--- src/include/dscp_map.svh ---
`ifndef DSCP_MAP_SVH
`define DSCP_MAP_SVH
// Register addresses (7-bit)
`define DSCP_ADDR_PD_MASK 7'h10
`define DSCP_ADDR_STATUS_SEL 7'h21
`define DSCP_ADDR_BALUN 7'h30
`define DSCP_ADDR_BB_BW 7'h34
// Frame layout
`define DSCP_ADDR_BITS 7
`define DSCP_DATA_BITS 16
`define DSCP_HDR_BITS 8
// Field positions
`define DSCP_BIAS_HI 11
`define DSCP_BIAS_LO 10
`define DSCP_BW_HI 9
`define DSCP_BW_LO 8
`define DSCP_BAL_IN_HI 7
`define DSCP_BAL_IN_LO 4
`define DSCP_BAL_OUT_HI 3
`define DSCP_BAL_OUT_LO 0
`define DSCP_SSEL_HI 6
`define DSCP_SSEL_LO 4
// Status select codes
`define DSCP_SSEL_LOCK 3'h1
`define DSCP_SSEL_REF 3'h0
// Reset values
`define DSCP_RST_PD_MASK 16'h0000
`define DSCP_RST_BALUN 16'h0000
`define DSCP_RST_BB_BW 16'h0400
`define DSCP_RST_STATUS_SEL 16'h0010
`endif

--- src/include/dscp_pkg.sv ---
package dscp_pkg;
  // Frame phase of the serial port
  typedef enum logic [1:0] {
    DSCP_IDLE,
    DSCP_HEAD,
    DSCP_DATA
  } dscp_phase_t;

  // Settings driven to the analog core
  typedef struct packed {
    logic [1:0] buffer_bias_code;
    logic [1:0] bandwidth_mode;
    logic [3:0] balun_input_cap_code;
    logic [3:0] balun_output_cap_code;
    logic [15:0] block_enable;
    logic rf_input_first;
    logic rf_input_second;
    logic status_output_pin;
  } dscp_ctrl_t;

  // Whole state of the block
  typedef struct packed {
    logic [2:0] sclk_sync;
    logic [2:0] csn_sync;
    logic [1:0] sdio_sync;
    logic [1:0] external_enable_pin_sync;
    logic [1:0] rfsel_sync;
    logic [1:0] lock_sync;
    logic [1:0] ref_sync;
    dscp_phase_t phase;
    logic [4:0] bit_cnt;
    logic [7:0] header;
    logic [15:0] shreg;
    logic [4:0] data_cnt;
    logic [15:0] rdata;
    logic sdio_out;
    logic sdio_oe;
    logic [15:0] power_down_mask;
    logic [15:0] balun_capacitor_codes;
    logic [15:0] baseband_bias_and_bandwidth;
    logic [15:0] status_select_reg;
    dscp_ctrl_t ctrl;
  } dscp_state_t;
endpackage : dscp_pkg

--- src/design/dscp_top.sv ---
`timescale 1ns/1ps
`default_nettype none
`include "dscp_map.svh"

module dscp_top (
  // Clock and reset
  input wire logic clk_i,
  input wire logic nrst_i,
  // Serial port pins
  input wire logic sclk_i,
  input wire logic csn_i,
  input wire logic sdio_i,
  output logic sdio_o,
  output logic sdio_oe_o,
  // Device pins and core status
  input wire logic external_enable_pin_i,
  input wire logic rf_input_select_pin_i,
  input wire logic lock_detect_i,
  input wire logic ref_clk_div_i,
  // Settings to the analog core
  output dscp_pkg::dscp_ctrl_t ctrl_o
);

  // Current and next state
  dscp_pkg::dscp_state_t s_q;
  dscp_pkg::dscp_state_t s_d;

  // Readback mux; only the mapped settings registers answer, others read zero
  // Called once per frame, read or write, when the header completes, so bit 15 is ready early
  function automatic logic [15:0] rd_mux(input logic [6:0] a, input dscp_pkg::dscp_state_t s);
    case (a)
      `DSCP_ADDR_PD_MASK: rd_mux = s.power_down_mask;
      `DSCP_ADDR_BALUN: rd_mux = s.balun_capacitor_codes;
      `DSCP_ADDR_BB_BW: rd_mux = s.baseband_bias_and_bandwidth;
      `DSCP_ADDR_STATUS_SEL: rd_mux = s.status_select_reg;
      default: rd_mux = 16'h0000;
    endcase
  endfunction : rd_mux

  // Edges seen from synchronised pins (stage 1 and 2 only)
  logic sclk_rise;
  logic sclk_fall;
  logic cs_active;
  logic cs_rise;
  logic is_read;
  logic [15:0] wval;
  // Stages 1 and 2 compared; stage 0 is never read by logic
  assign sclk_rise = s_q.sclk_sync[1] & ~s_q.sclk_sync[2];
  assign sclk_fall = ~s_q.sclk_sync[1] & s_q.sclk_sync[2];
  // Select is active low; a rising select closes the frame
  assign cs_active = ~s_q.csn_sync[1];
  assign cs_rise = s_q.csn_sync[1] & ~s_q.csn_sync[2];
  // Direction bit is the last header bit: one means read
  assign is_read = s_q.header[0];

  // Partial write zero-fills the low bits below the latched ones
  always_comb begin
    // Full or long frame: the newest sixteen bits as they stand
    wval = s_q.shreg;
    if (s_q.data_cnt < 5'd16) begin
      // Short frame: latched bits move to the top, the rest read zero
      wval = 16'h0000;
      for (int i = 0; i < 16; i++) begin
        if (i < 32'(s_q.data_cnt)) begin
          wval[15 - i] = s_q.shreg[32'(s_q.data_cnt) - 1 - i];
        end
      end
    end
  end

  // Next-state logic
  always_comb begin
    s_d = s_q;
    // Two flops on every outside input before use
    // Shift clock and select get a third flop for edge detection
    s_d.sclk_sync = {s_q.sclk_sync[1:0], sclk_i};
    s_d.csn_sync = {s_q.csn_sync[1:0], csn_i};
    s_d.sdio_sync = {s_q.sdio_sync[0], sdio_i};
    s_d.external_enable_pin_sync = {s_q.external_enable_pin_sync[0], external_enable_pin_i};
    s_d.rfsel_sync = {s_q.rfsel_sync[0], rf_input_select_pin_i};
    s_d.lock_sync = {s_q.lock_sync[0], lock_detect_i};
    s_d.ref_sync = {s_q.ref_sync[0], ref_clk_div_i};
    if (!cs_active) begin
      // Select high: port idle, pins ignored
      s_d.phase = dscp_pkg::DSCP_IDLE;
      s_d.sdio_oe = 1'b0;
      s_d.bit_cnt = 5'd0;
      s_d.data_cnt = 5'd0;
      if (cs_rise && s_q.phase == dscp_pkg::DSCP_DATA && !is_read && s_q.data_cnt != 5'd0) begin
        // Commit at end of frame, only latched bits
        case (s_q.header[7:1])
          `DSCP_ADDR_PD_MASK: s_d.power_down_mask = wval;
          `DSCP_ADDR_BALUN: s_d.balun_capacitor_codes = wval;
          `DSCP_ADDR_BB_BW: s_d.baseband_bias_and_bandwidth = wval;
          `DSCP_ADDR_STATUS_SEL: s_d.status_select_reg = wval;
          // Unmapped addresses are dropped
          default: s_d.balun_capacitor_codes = s_q.balun_capacitor_codes;
        endcase
      end
    end else begin
      case (s_q.phase)
        dscp_pkg::DSCP_IDLE: begin
          // Frame opens on select low; first clock rise is address MSB
          s_d.phase = dscp_pkg::DSCP_HEAD;
          s_d.bit_cnt = 5'd0;
        end
        dscp_pkg::DSCP_HEAD: begin
          if (sclk_rise) begin
            s_d.header = {s_q.header[6:0], s_q.sdio_sync[1]};
            s_d.bit_cnt = s_q.bit_cnt + 5'd1;
            // Eighth rise completes the header; fetch the read word now
            if (s_q.bit_cnt == 5'(`DSCP_HDR_BITS - 1)) begin
              s_d.phase = dscp_pkg::DSCP_DATA;
              s_d.data_cnt = 5'd0;
              s_d.rdata = rd_mux(s_q.header[6:0], s_q);
            end
          end
        end
        dscp_pkg::DSCP_DATA: begin
          if (is_read) begin
            // Drive MSB after the clock fall following the direction bit
            if (sclk_fall) begin
              s_d.sdio_oe = 1'b1;
              s_d.sdio_out = s_q.rdata[15];
              s_d.rdata = {s_q.rdata[14:0], 1'b0};
            end
          end else if (sclk_rise) begin
            // Shift keeps going past sixteen; only the newest sixteen survive
            s_d.shreg = {s_q.shreg[14:0], s_q.sdio_sync[1]};
            // Count saturates so a long frame still commits as full
            if (s_q.data_cnt != 5'd16) begin
              s_d.data_cnt = s_q.data_cnt + 5'd1;
            end
          end
        end
        default: s_d.phase = dscp_pkg::DSCP_IDLE;
      endcase
    end
    // Settings decode; one extra flop so the core never sees a half-written word
    // Bias code straight from its field
    s_d.ctrl.buffer_bias_code = s_q.baseband_bias_and_bandwidth[`DSCP_BIAS_HI:`DSCP_BIAS_LO];
    // Modes 0 and 1 high gain, 2 and 3 low gain; the core reads the code
    s_d.ctrl.bandwidth_mode = s_q.baseband_bias_and_bandwidth[`DSCP_BW_HI:`DSCP_BW_LO];
    // Input code high nibble, output code low nibble
    s_d.ctrl.balun_input_cap_code = s_q.balun_capacitor_codes[`DSCP_BAL_IN_HI:`DSCP_BAL_IN_LO];
    s_d.ctrl.balun_output_cap_code = s_q.balun_capacitor_codes[`DSCP_BAL_OUT_HI:`DSCP_BAL_OUT_LO];
    // Mask bit set: that block follows the enable pin; clear: always on
    s_d.ctrl.block_enable = s_q.external_enable_pin_sync[1] ? 16'hFFFF : ~s_q.power_down_mask;
    // Exactly one input is routed at any time out of reset; in reset neither is
    s_d.ctrl.rf_input_first = ~s_q.rfsel_sync[1];
    s_d.ctrl.rf_input_second = s_q.rfsel_sync[1];
    // Reference only on the reference code; other codes give lock detect
    s_d.ctrl.status_output_pin = (s_q.status_select_reg[`DSCP_SSEL_HI:`DSCP_SSEL_LO] == `DSCP_SSEL_REF)
      ? s_q.ref_sync[1] : s_q.lock_sync[1];
  end

  // State register; the reset branch takes constants only
  always_ff @(posedge clk_i or negedge nrst_i) begin
    if (!nrst_i) begin
      // Everything clear first, then the non-zero defaults
      s_q <= '0;
      // Select chain starts at its idle high level, so no false frame edge
      s_q.csn_sync <= 3'h7;
      s_q.baseband_bias_and_bandwidth <= `DSCP_RST_BB_BW;
      s_q.status_select_reg <= `DSCP_RST_STATUS_SEL;
      s_q.power_down_mask <= `DSCP_RST_PD_MASK;
      s_q.balun_capacitor_codes <= `DSCP_RST_BALUN;
    end else begin
      s_q <= s_d;
    end
  end

  // Outputs straight from flops
  // No logic between the state flops and the pins
  assign sdio_o = s_q.sdio_out;
  assign sdio_oe_o = s_q.sdio_oe;
  assign ctrl_o = s_q.ctrl;

  // Checks, all on the system clock; the assertions are off during reset, the covers are not
  // Decode checks other than the enable-pin check wait until reset has been gone a cycle, so the reset decode is not judged

  // Select high: the device lets go of the data line
  a_idle_no_drive: assert property (@(posedge clk_i) disable iff (!nrst_i)
    !cs_active |=> !sdio_oe_o) else $error("data line driven while deselected");

  // Write data phase: the host owns the line
  a_write_drive_off: assert property (@(posedge clk_i) disable iff (!nrst_i)
    (s_q.phase == dscp_pkg::DSCP_DATA && !is_read) |-> !sdio_oe_o) else $error("drive during write");

  // Header phase: the host owns the line
  a_head_no_drive: assert property (@(posedge clk_i) disable iff (!nrst_i)
    s_q.phase == dscp_pkg::DSCP_HEAD |-> !sdio_oe_o) else $error("drive during header");

  // Drive only in the data phase
  a_oe_in_data: assert property (@(posedge clk_i) disable iff (!nrst_i)
    sdio_oe_o |-> s_q.phase == dscp_pkg::DSCP_DATA) else $error("drive outside data phase");

  // Drive only in a read frame
  a_oe_read_only: assert property (@(posedge clk_i) disable iff (!nrst_i)
    sdio_oe_o |-> is_read) else $error("drive in write frame");

  // Header never runs past eight bits
  a_header_len: assert property (@(posedge clk_i) disable iff (!nrst_i)
    s_q.phase == dscp_pkg::DSCP_HEAD |-> s_q.bit_cnt <= 5'd8) else $error("header overrun");

  // Only the three named phases occur
  a_phase_legal: assert property (@(posedge clk_i) disable iff (!nrst_i)
    s_q.phase inside {dscp_pkg::DSCP_IDLE, dscp_pkg::DSCP_HEAD, dscp_pkg::DSCP_DATA})
    else $error("illegal phase");

  // Eighth header rise moves to the data phase
  a_head_to_data: assert property (@(posedge clk_i) disable iff (!nrst_i)
    cs_active && s_q.phase == dscp_pkg::DSCP_HEAD && sclk_rise && s_q.bit_cnt == 5'd7
    |=> s_q.phase == dscp_pkg::DSCP_DATA) else $error("data phase missed");

  // Data count saturates at sixteen
  a_data_cap: assert property (@(posedge clk_i) disable iff (!nrst_i)
    s_q.data_cnt <= 5'd16) else $error("data count overrun");

  // Long write keeps the count at sixteen
  a_data_sat: assert property (@(posedge clk_i) disable iff (!nrst_i)
    cs_active && s_q.phase == dscp_pkg::DSCP_DATA && !is_read && sclk_rise && s_q.data_cnt == 5'd16
    |=> s_q.data_cnt == 5'd16) else $error("count left saturation");

  // Select low in idle opens the frame
  a_frame_open: assert property (@(posedge clk_i) disable iff (!nrst_i)
    cs_active && s_q.phase == dscp_pkg::DSCP_IDLE |=> s_q.phase == dscp_pkg::DSCP_HEAD)
    else $error("frame not opened");

  // Select high returns the port to idle
  a_deselect_idle: assert property (@(posedge clk_i) disable iff (!nrst_i)
    !cs_active |=> s_q.phase == dscp_pkg::DSCP_IDLE) else $error("port busy while deselected");

  // Select high and no frame end: registers do not move
  a_deselect_hold: assert property (@(posedge clk_i) disable iff (!nrst_i)
    !cs_active && !cs_rise |=> $stable({s_q.power_down_mask, s_q.balun_capacitor_codes,
    s_q.baseband_bias_and_bandwidth, s_q.status_select_reg})) else $error("write while deselected");

  // End of a read frame writes nothing
  a_read_no_commit: assert property (@(posedge clk_i) disable iff (!nrst_i)
    cs_rise && s_q.phase == dscp_pkg::DSCP_DATA && is_read |=> $stable({s_q.power_down_mask,
    s_q.balun_capacitor_codes, s_q.baseband_bias_and_bandwidth, s_q.status_select_reg}))
    else $error("read changed a register");

  // Header bits enter at the bottom, so the first lands on top
  a_head_shift: assert property (@(posedge clk_i) disable iff (!nrst_i)
    cs_active && s_q.phase == dscp_pkg::DSCP_HEAD && sclk_rise
    |=> s_q.header[0] == $past(s_q.sdio_sync[1])) else $error("header bit lost");

  // Write data taken on the clock rise
  a_data_shift: assert property (@(posedge clk_i) disable iff (!nrst_i)
    cs_active && s_q.phase == dscp_pkg::DSCP_DATA && !is_read && sclk_rise
    |=> s_q.shreg[0] == $past(s_q.sdio_sync[1])) else $error("data bit lost");

  // Full write to the balun register commits the newest sixteen bits
  a_full_commit: assert property (@(posedge clk_i) disable iff (!nrst_i)
    cs_rise && s_q.phase == dscp_pkg::DSCP_DATA && !is_read && s_q.data_cnt == 5'd16
    && s_q.header[7:1] == `DSCP_ADDR_BALUN |=> s_q.balun_capacitor_codes == $past(s_q.shreg))
    else $error("full write lost");

  // Twelve latched bits: low nibble reads zero
  a_short_zero: assert property (@(posedge clk_i) disable iff (!nrst_i)
    s_q.data_cnt == 5'd12 |-> wval[3:0] == 4'h0) else $error("short write fill");

  // Twelve latched bits sit at the top, first bit highest
  a_short_top: assert property (@(posedge clk_i) disable iff (!nrst_i)
    s_q.data_cnt == 5'd12 |-> wval[15:4] == s_q.shreg[11:0]) else $error("short write order");

  // Read word fetched as the header completes
  a_rdata_load: assert property (@(posedge clk_i) disable iff (!nrst_i)
    cs_active && s_q.phase == dscp_pkg::DSCP_HEAD && sclk_rise && s_q.bit_cnt == 5'd7
    && s_q.header[6:0] == `DSCP_ADDR_BB_BW |=> s_q.rdata == $past(s_q.baseband_bias_and_bandwidth))
    else $error("read word not loaded");

  // Clock fall in a read frame turns the driver on
  a_read_drive_on: assert property (@(posedge clk_i) disable iff (!nrst_i)
    cs_active && s_q.phase == dscp_pkg::DSCP_DATA && is_read && sclk_fall |=> sdio_oe_o)
    else $error("read driver off");

  // Each fall presents the top bit of the read word
  a_read_msb: assert property (@(posedge clk_i) disable iff (!nrst_i)
    cs_active && s_q.phase == dscp_pkg::DSCP_DATA && is_read && sclk_fall
    |=> sdio_o == $past(s_q.rdata[15])) else $error("read bit wrong");

  // Read word moves up one place per fall
  a_read_shift: assert property (@(posedge clk_i) disable iff (!nrst_i)
    cs_active && s_q.phase == dscp_pkg::DSCP_DATA && is_read && sclk_fall
    |=> s_q.rdata == {$past(s_q.rdata[14:0]), 1'b0}) else $error("read word not shifted");

  // Bias code follows its field one cycle late
  a_bias_follow: assert property (@(posedge clk_i) disable iff (!nrst_i)
    $past(nrst_i) |=> ctrl_o.buffer_bias_code == $past(s_q.baseband_bias_and_bandwidth[11:10]))
    else $error("bias lag");

  // Bandwidth mode follows its field one cycle late
  a_bw_follow: assert property (@(posedge clk_i) disable iff (!nrst_i)
    $past(nrst_i) |=> ctrl_o.bandwidth_mode == $past(s_q.baseband_bias_and_bandwidth[9:8]))
    else $error("mode lag");

  // Balun codes follow their field one cycle late
  a_balun_follow: assert property (@(posedge clk_i) disable iff (!nrst_i)
    $past(nrst_i) |=> {ctrl_o.balun_input_cap_code, ctrl_o.balun_output_cap_code}
    == $past(s_q.balun_capacitor_codes[7:0])) else $error("balun lag");

  // Never both rf inputs at once
  a_rf_exclusive: assert property (@(posedge clk_i) disable iff (!nrst_i)
    $past(nrst_i) |=> ctrl_o.rf_input_first != ctrl_o.rf_input_second) else $error("both rf inputs");

  // Second input follows the select pin
  a_rf_follow: assert property (@(posedge clk_i) disable iff (!nrst_i)
    $past(nrst_i) |=> ctrl_o.rf_input_second == $past(s_q.rfsel_sync[1])) else $error("rf select lag");

  // Enable pin high turns every block on
  a_enable_all: assert property (@(posedge clk_i) disable iff (!nrst_i)
    s_q.external_enable_pin_sync[1] |=> ctrl_o.block_enable == 16'hFFFF) else $error("enable missed");

  // Enable pin low: masked blocks go down, others stay on
  a_mask_follow: assert property (@(posedge clk_i) disable iff (!nrst_i)
    $past(nrst_i) && !s_q.external_enable_pin_sync[1] |=> ctrl_o.block_enable == ~$past(s_q.power_down_mask))
    else $error("mask not applied");

  // Lock detect on the status pin unless the reference code is set
  a_status_lock: assert property (@(posedge clk_i) disable iff (!nrst_i)
    $past(nrst_i) && s_q.status_select_reg[6:4] != `DSCP_SSEL_REF
    |=> ctrl_o.status_output_pin == $past(s_q.lock_sync[1])) else $error("lock not shown");

  // Reference on the status pin for the reference code
  a_status_ref: assert property (@(posedge clk_i) disable iff (!nrst_i)
    $past(nrst_i) && s_q.status_select_reg[6:4] == `DSCP_SSEL_REF
    |=> ctrl_o.status_output_pin == $past(s_q.ref_sync[1])) else $error("reference not shown");

  // Main scenarios
  c_write_frame: cover property (@(posedge clk_i) cs_rise && !is_read && s_q.data_cnt == 5'd16);
  c_short_write: cover property (@(posedge clk_i) cs_rise && !is_read && s_q.data_cnt == 5'd4);
  c_read_frame: cover property (@(posedge clk_i) sdio_oe_o);
  // Clock activity while deselected
  c_deselect_noise: cover property (@(posedge clk_i) !cs_active && sclk_rise);
  // Reference routed to the status pin
  c_status_ref: cover property (@(posedge clk_i) s_q.status_select_reg[6:4] == `DSCP_SSEL_REF);

endmodule : dscp_top
`default_nettype wire

--- config.mk ---
export PLATFORM = sky130hd
export DESIGN_NAME = dscp_top
export DESIGN_NICKNAME = d
export VERILOG_FILES = /design/src/include/dscp_pkg.sv /design/src/design/dscp_top.sv
export VERILOG_INCLUDE_DIRS = /design/src /design/src/include
export SDC_FILE = /design/constraint.sdc
export NUM_CORES = 1
export LEC_CHECK = 0
export ABC_AREA = 1
export BUFFER_PORTS_ARGS = -buffer_cell sky130_fd_sc_hd__buf_4
export CAP_MARGIN = 30
export CORE_UTILIZATION = 50
export CTS_BUF_LIST = sky130_fd_sc_hd__clkbuf_2 sky130_fd_sc_hd__clkbuf_4 sky130_fd_sc_hd__clkbuf_8
export DETAILED_ROUTE_END_ITERATION = 16
export MAX_ROUTING_LAYER = met4
export PLACE_DENSITY = 0.67
export SETUP_SLACK_MARGIN = 0.2
export SKIP_LAST_GASP = 1
export SLEW_MARGIN = 20
export SYNTH_ARGS = -nofsm -noshare
export SYNTH_HDL_FRONTEND = slang
export SYNTH_SLANG_ARGS = --single-unit
--- constraint.sdc ---
create_clock -name clk_i -period 6.2 [get_ports clk_i]
set_clock_uncertainty 0.2 [all_clocks]
set_input_delay 1.24 -clock clk_i [delete_from_list [all_inputs] [get_ports clk_i]]
set_output_delay 1.24 -clock clk_i [all_outputs]
set_load 0.01 [all_outputs]
==> impl_metrics.ini <==
[pwr]
finalPower_mw = 2.12
p_leak_nw = 4.74
powerDensity_mw_per_mm2 = 235
irDropWorstVdd_mv = 0.141

[layout]
drive_gt1_share_pct = 10.3
diodes = 0
area_growth_pct = 6.19
finalNetCount = 1142

[yosys]
synth-seq-area-share_pct = 48.8
synth_top_area_share_pct = 47.3
synth_area_mm2 = 0.00847
ys_ff_latch = 165
yosysWarnings = 0
ys_top_cells_by_area = dfrtp_1, nand2_1, nand3_1
async_flop_share_pct = 100
synth_top_area_cell = dfrtp_1
synth_common_cells = nand2_1, dfrtp_1, nand3_1, inv_1, o21ai_0
synth_flop_cell = dfrtp_1
netlist_instances = 1133
synth_most_common_cell = nand2_1
synth_cell_types = 39
synth_edf_count = 0
avgSynthCellArea_um2 = 7.48
synth_nets = 1148

[clock_tree]
root_buffer = clkbuf_8
cts_buffer_depth = 2
cts_tree = built
htree_levels = 4
holdBufCountCts = 0
post_cts_buffers = 0
insertion_delay_ns = 0.48
cts_made_buffers = 17
clkSinkCount = 165
cts_resized = 0
clk_pin_slew_ns = 0.11

[die]
die_h_um = 132
rows = 47
initial_core_util_pct = 51.1
fp.dieW_um = 132
dieArea_mm2 = 0.0175
core_mm2 = 0.0166
top_level_ports = 42

[grt]
grt_pass1_wl_um = 34800
grt_max_degree = 72
grt_pass1_vias = 6478
track_usage_pct = 26.4
antenna_found_initial = 0
grt_overflow = 0

[detailed_routing]
vias = 7109
drc = 0
firstDrtPassIters = 6
ant_nets = 0
drt_iter0_markers = 630
wl_per_cell_um = 15.7
vias_per_cell = 5.23
finalWirelength_um = 21400

[worst_setup_path]
arrival_ns = 3.41
path_common_cell = nand2_1
crit_type = flop to flop
cp-start-kind = flop
path_max_fanout = 34
path_cells = buf_4, inv_2, ha_1, inv_2, nand2_1, nand2_1, nand2_1, nand2_1, nand2_1, nand2_1, nand2_1, nand3_1, nand2_1, nand2_1, nand2_1
slowest_stage = ha_1
crit_path_max_incr_delay_ns = 0.55
required_ns = 6.36
cp-end-kind = flop

[timing]
hold_violations = 0
min_period_over_period_pct = 52.4
drv_slew = 0
setup_ws_ns = 2.95
tightest_slew_ns = 0.798
fin_crit_ns = 3.25
max_freq_mhz = 308
setup_viol = 0
relSlewSlack_pct = 46.8
rsz0062_at_grt = false
finalSetupTns_ns = 0

[flow_run]
max-cap-violations = 0

[placed_design]
portBuffers = 41
routabilityCongestion = 0.963
dp_slack_ns = 3.02
dp_hpwl_um = 14700

[status]
outcome = finished, final reports clean

[worst_hold_path]
hold_path_class = flop to flop
==> path summary, 6_finish.rpt <==
check                           startpoint        to  slack, ns  depth (start not counted)
max in group asynchronous           nrst_i   s_q[93]       4.33                          2
min in group asynchronous           nrst_i   s_q[79]       0.48                          1
worst min register to register    s_d[158]  s_q[158]       0.16                          0
worst max-delay path              s_q[113]   s_q[49]       2.95                         15
worst max register to register    s_q[113]   s_q[49]       2.95                         15
worst min-delay path              s_d[158]  s_q[158]       0.16                          0
==> flip-flops by register name, indices dropped and copies added (netlist names) <==
| signal | cells |
|---|---|
| sdio_oe_o | 1 |
| is_read | 1 |
| ctrl_o | 31 |
| sdio_o | 1 |
| s_q | 109 |
| s_d | 22 |
==> through the flow <==
stage	instance area, um^2	instances	hold WS, ns	util, %
after floorplan	8470	1133	0.131	-
final	9000	1360	0.155	54.2
after detailed placement	8610	1327	0.135	51.9
after CTS	8980	1359	0.157	54.2
after global routing	9000	1360	0.163	54.2
after global placement	8580	1326	0.132	51.7
==> worst max-delay path, delay by kind of cell (launching register included) <==
family	cells	cell delay (ns)
fa+ha+maj	1	0.55
flops	1	0.34
simple gates	11	1.14
buf+inv	3	0.86
==> layout make-up <==
cell class | instances | area, um^2
Multi-Input combinational cell | 823 | 3550
Clock inverter | 15 | 144
Clock buffer | 17 | 234
Fill cell | 1565 | 7590
Timing Repair Buffer | 45 | 365
Tap cell | 220 | 275
Inverter | 75 | 294
Sequential cell | 165 | 4140
==> cells by family (layout without fill, tap and decap cells) <==
kind of cell / after synthesis / after routing / share of synthesized area (%)
adder cells (fa/ha/maj): 6 / 6 / 0.886
AO/OA/AOI/OAI: 87 / 87 / 5.69
AND/OR/NAND/NOR: 729 / 729 / 35.2
multiplexers: 1 / 1 / 0.133
buffers and inverters: 145 / 152 / 9.30
flip-flops: 165 / 165 / 48.8
==> report_power, final <==
group | internal, mW | total, mW | leakage, nW | switching (mW)
Combinational | 0.0680 | 0.226 | 2.40 | 0.158
Clock | 0.294 | 0.750 | 0.182 | 0.455
Sequential | 1.11 | 1.14 | 2.16 | 0.0292
Total | 1.47 | 2.12 | 4.74 | 0.643
==> layer usage <==
metal / global-route usage, % / wire (um) / up-vias
li1: - / - / 3502
met1: 36.3 / 10000 / 3375
met2: 40.1 / 9820 / 204
met3: 4.54 / 1190 / 28
met4: 8.24 / 395 / 0
met5: - / 0 / -
==> cell usage in the layout (no fill, tap or decap), types with 2 or more instances in the layout <==
cell type,synthesis,layout
a21oi_1,11,11
buf_4,37,42
buf_6,10,2
clkbuf_8,0,17
clkinv_2,4,6
clkinv_8,0,2
clkinvlp_4,0,4
dfrtp_1,160,160
dfstp_2,5,5
ha_1,6,6
inv_1,63,63
inv_2,4,4
inv_4,3,3
inv_6,0,2
inv_8,0,4
nand2_1,575,575
nand2_2,5,5
nand2_4,5,5
nand3_1,67,67
nand3_2,3,3
nand4_1,11,11
nor2_1,42,42
nor2_2,3,3
nor2_4,2,2
nor3_1,10,10
nor3b_1,4,4
o21ai_0,56,56
o21ai_2,2,2
o22ai_1,9,9
o31ai_1,2,2
Note: power is estimated with default switching activity, not from simulation.
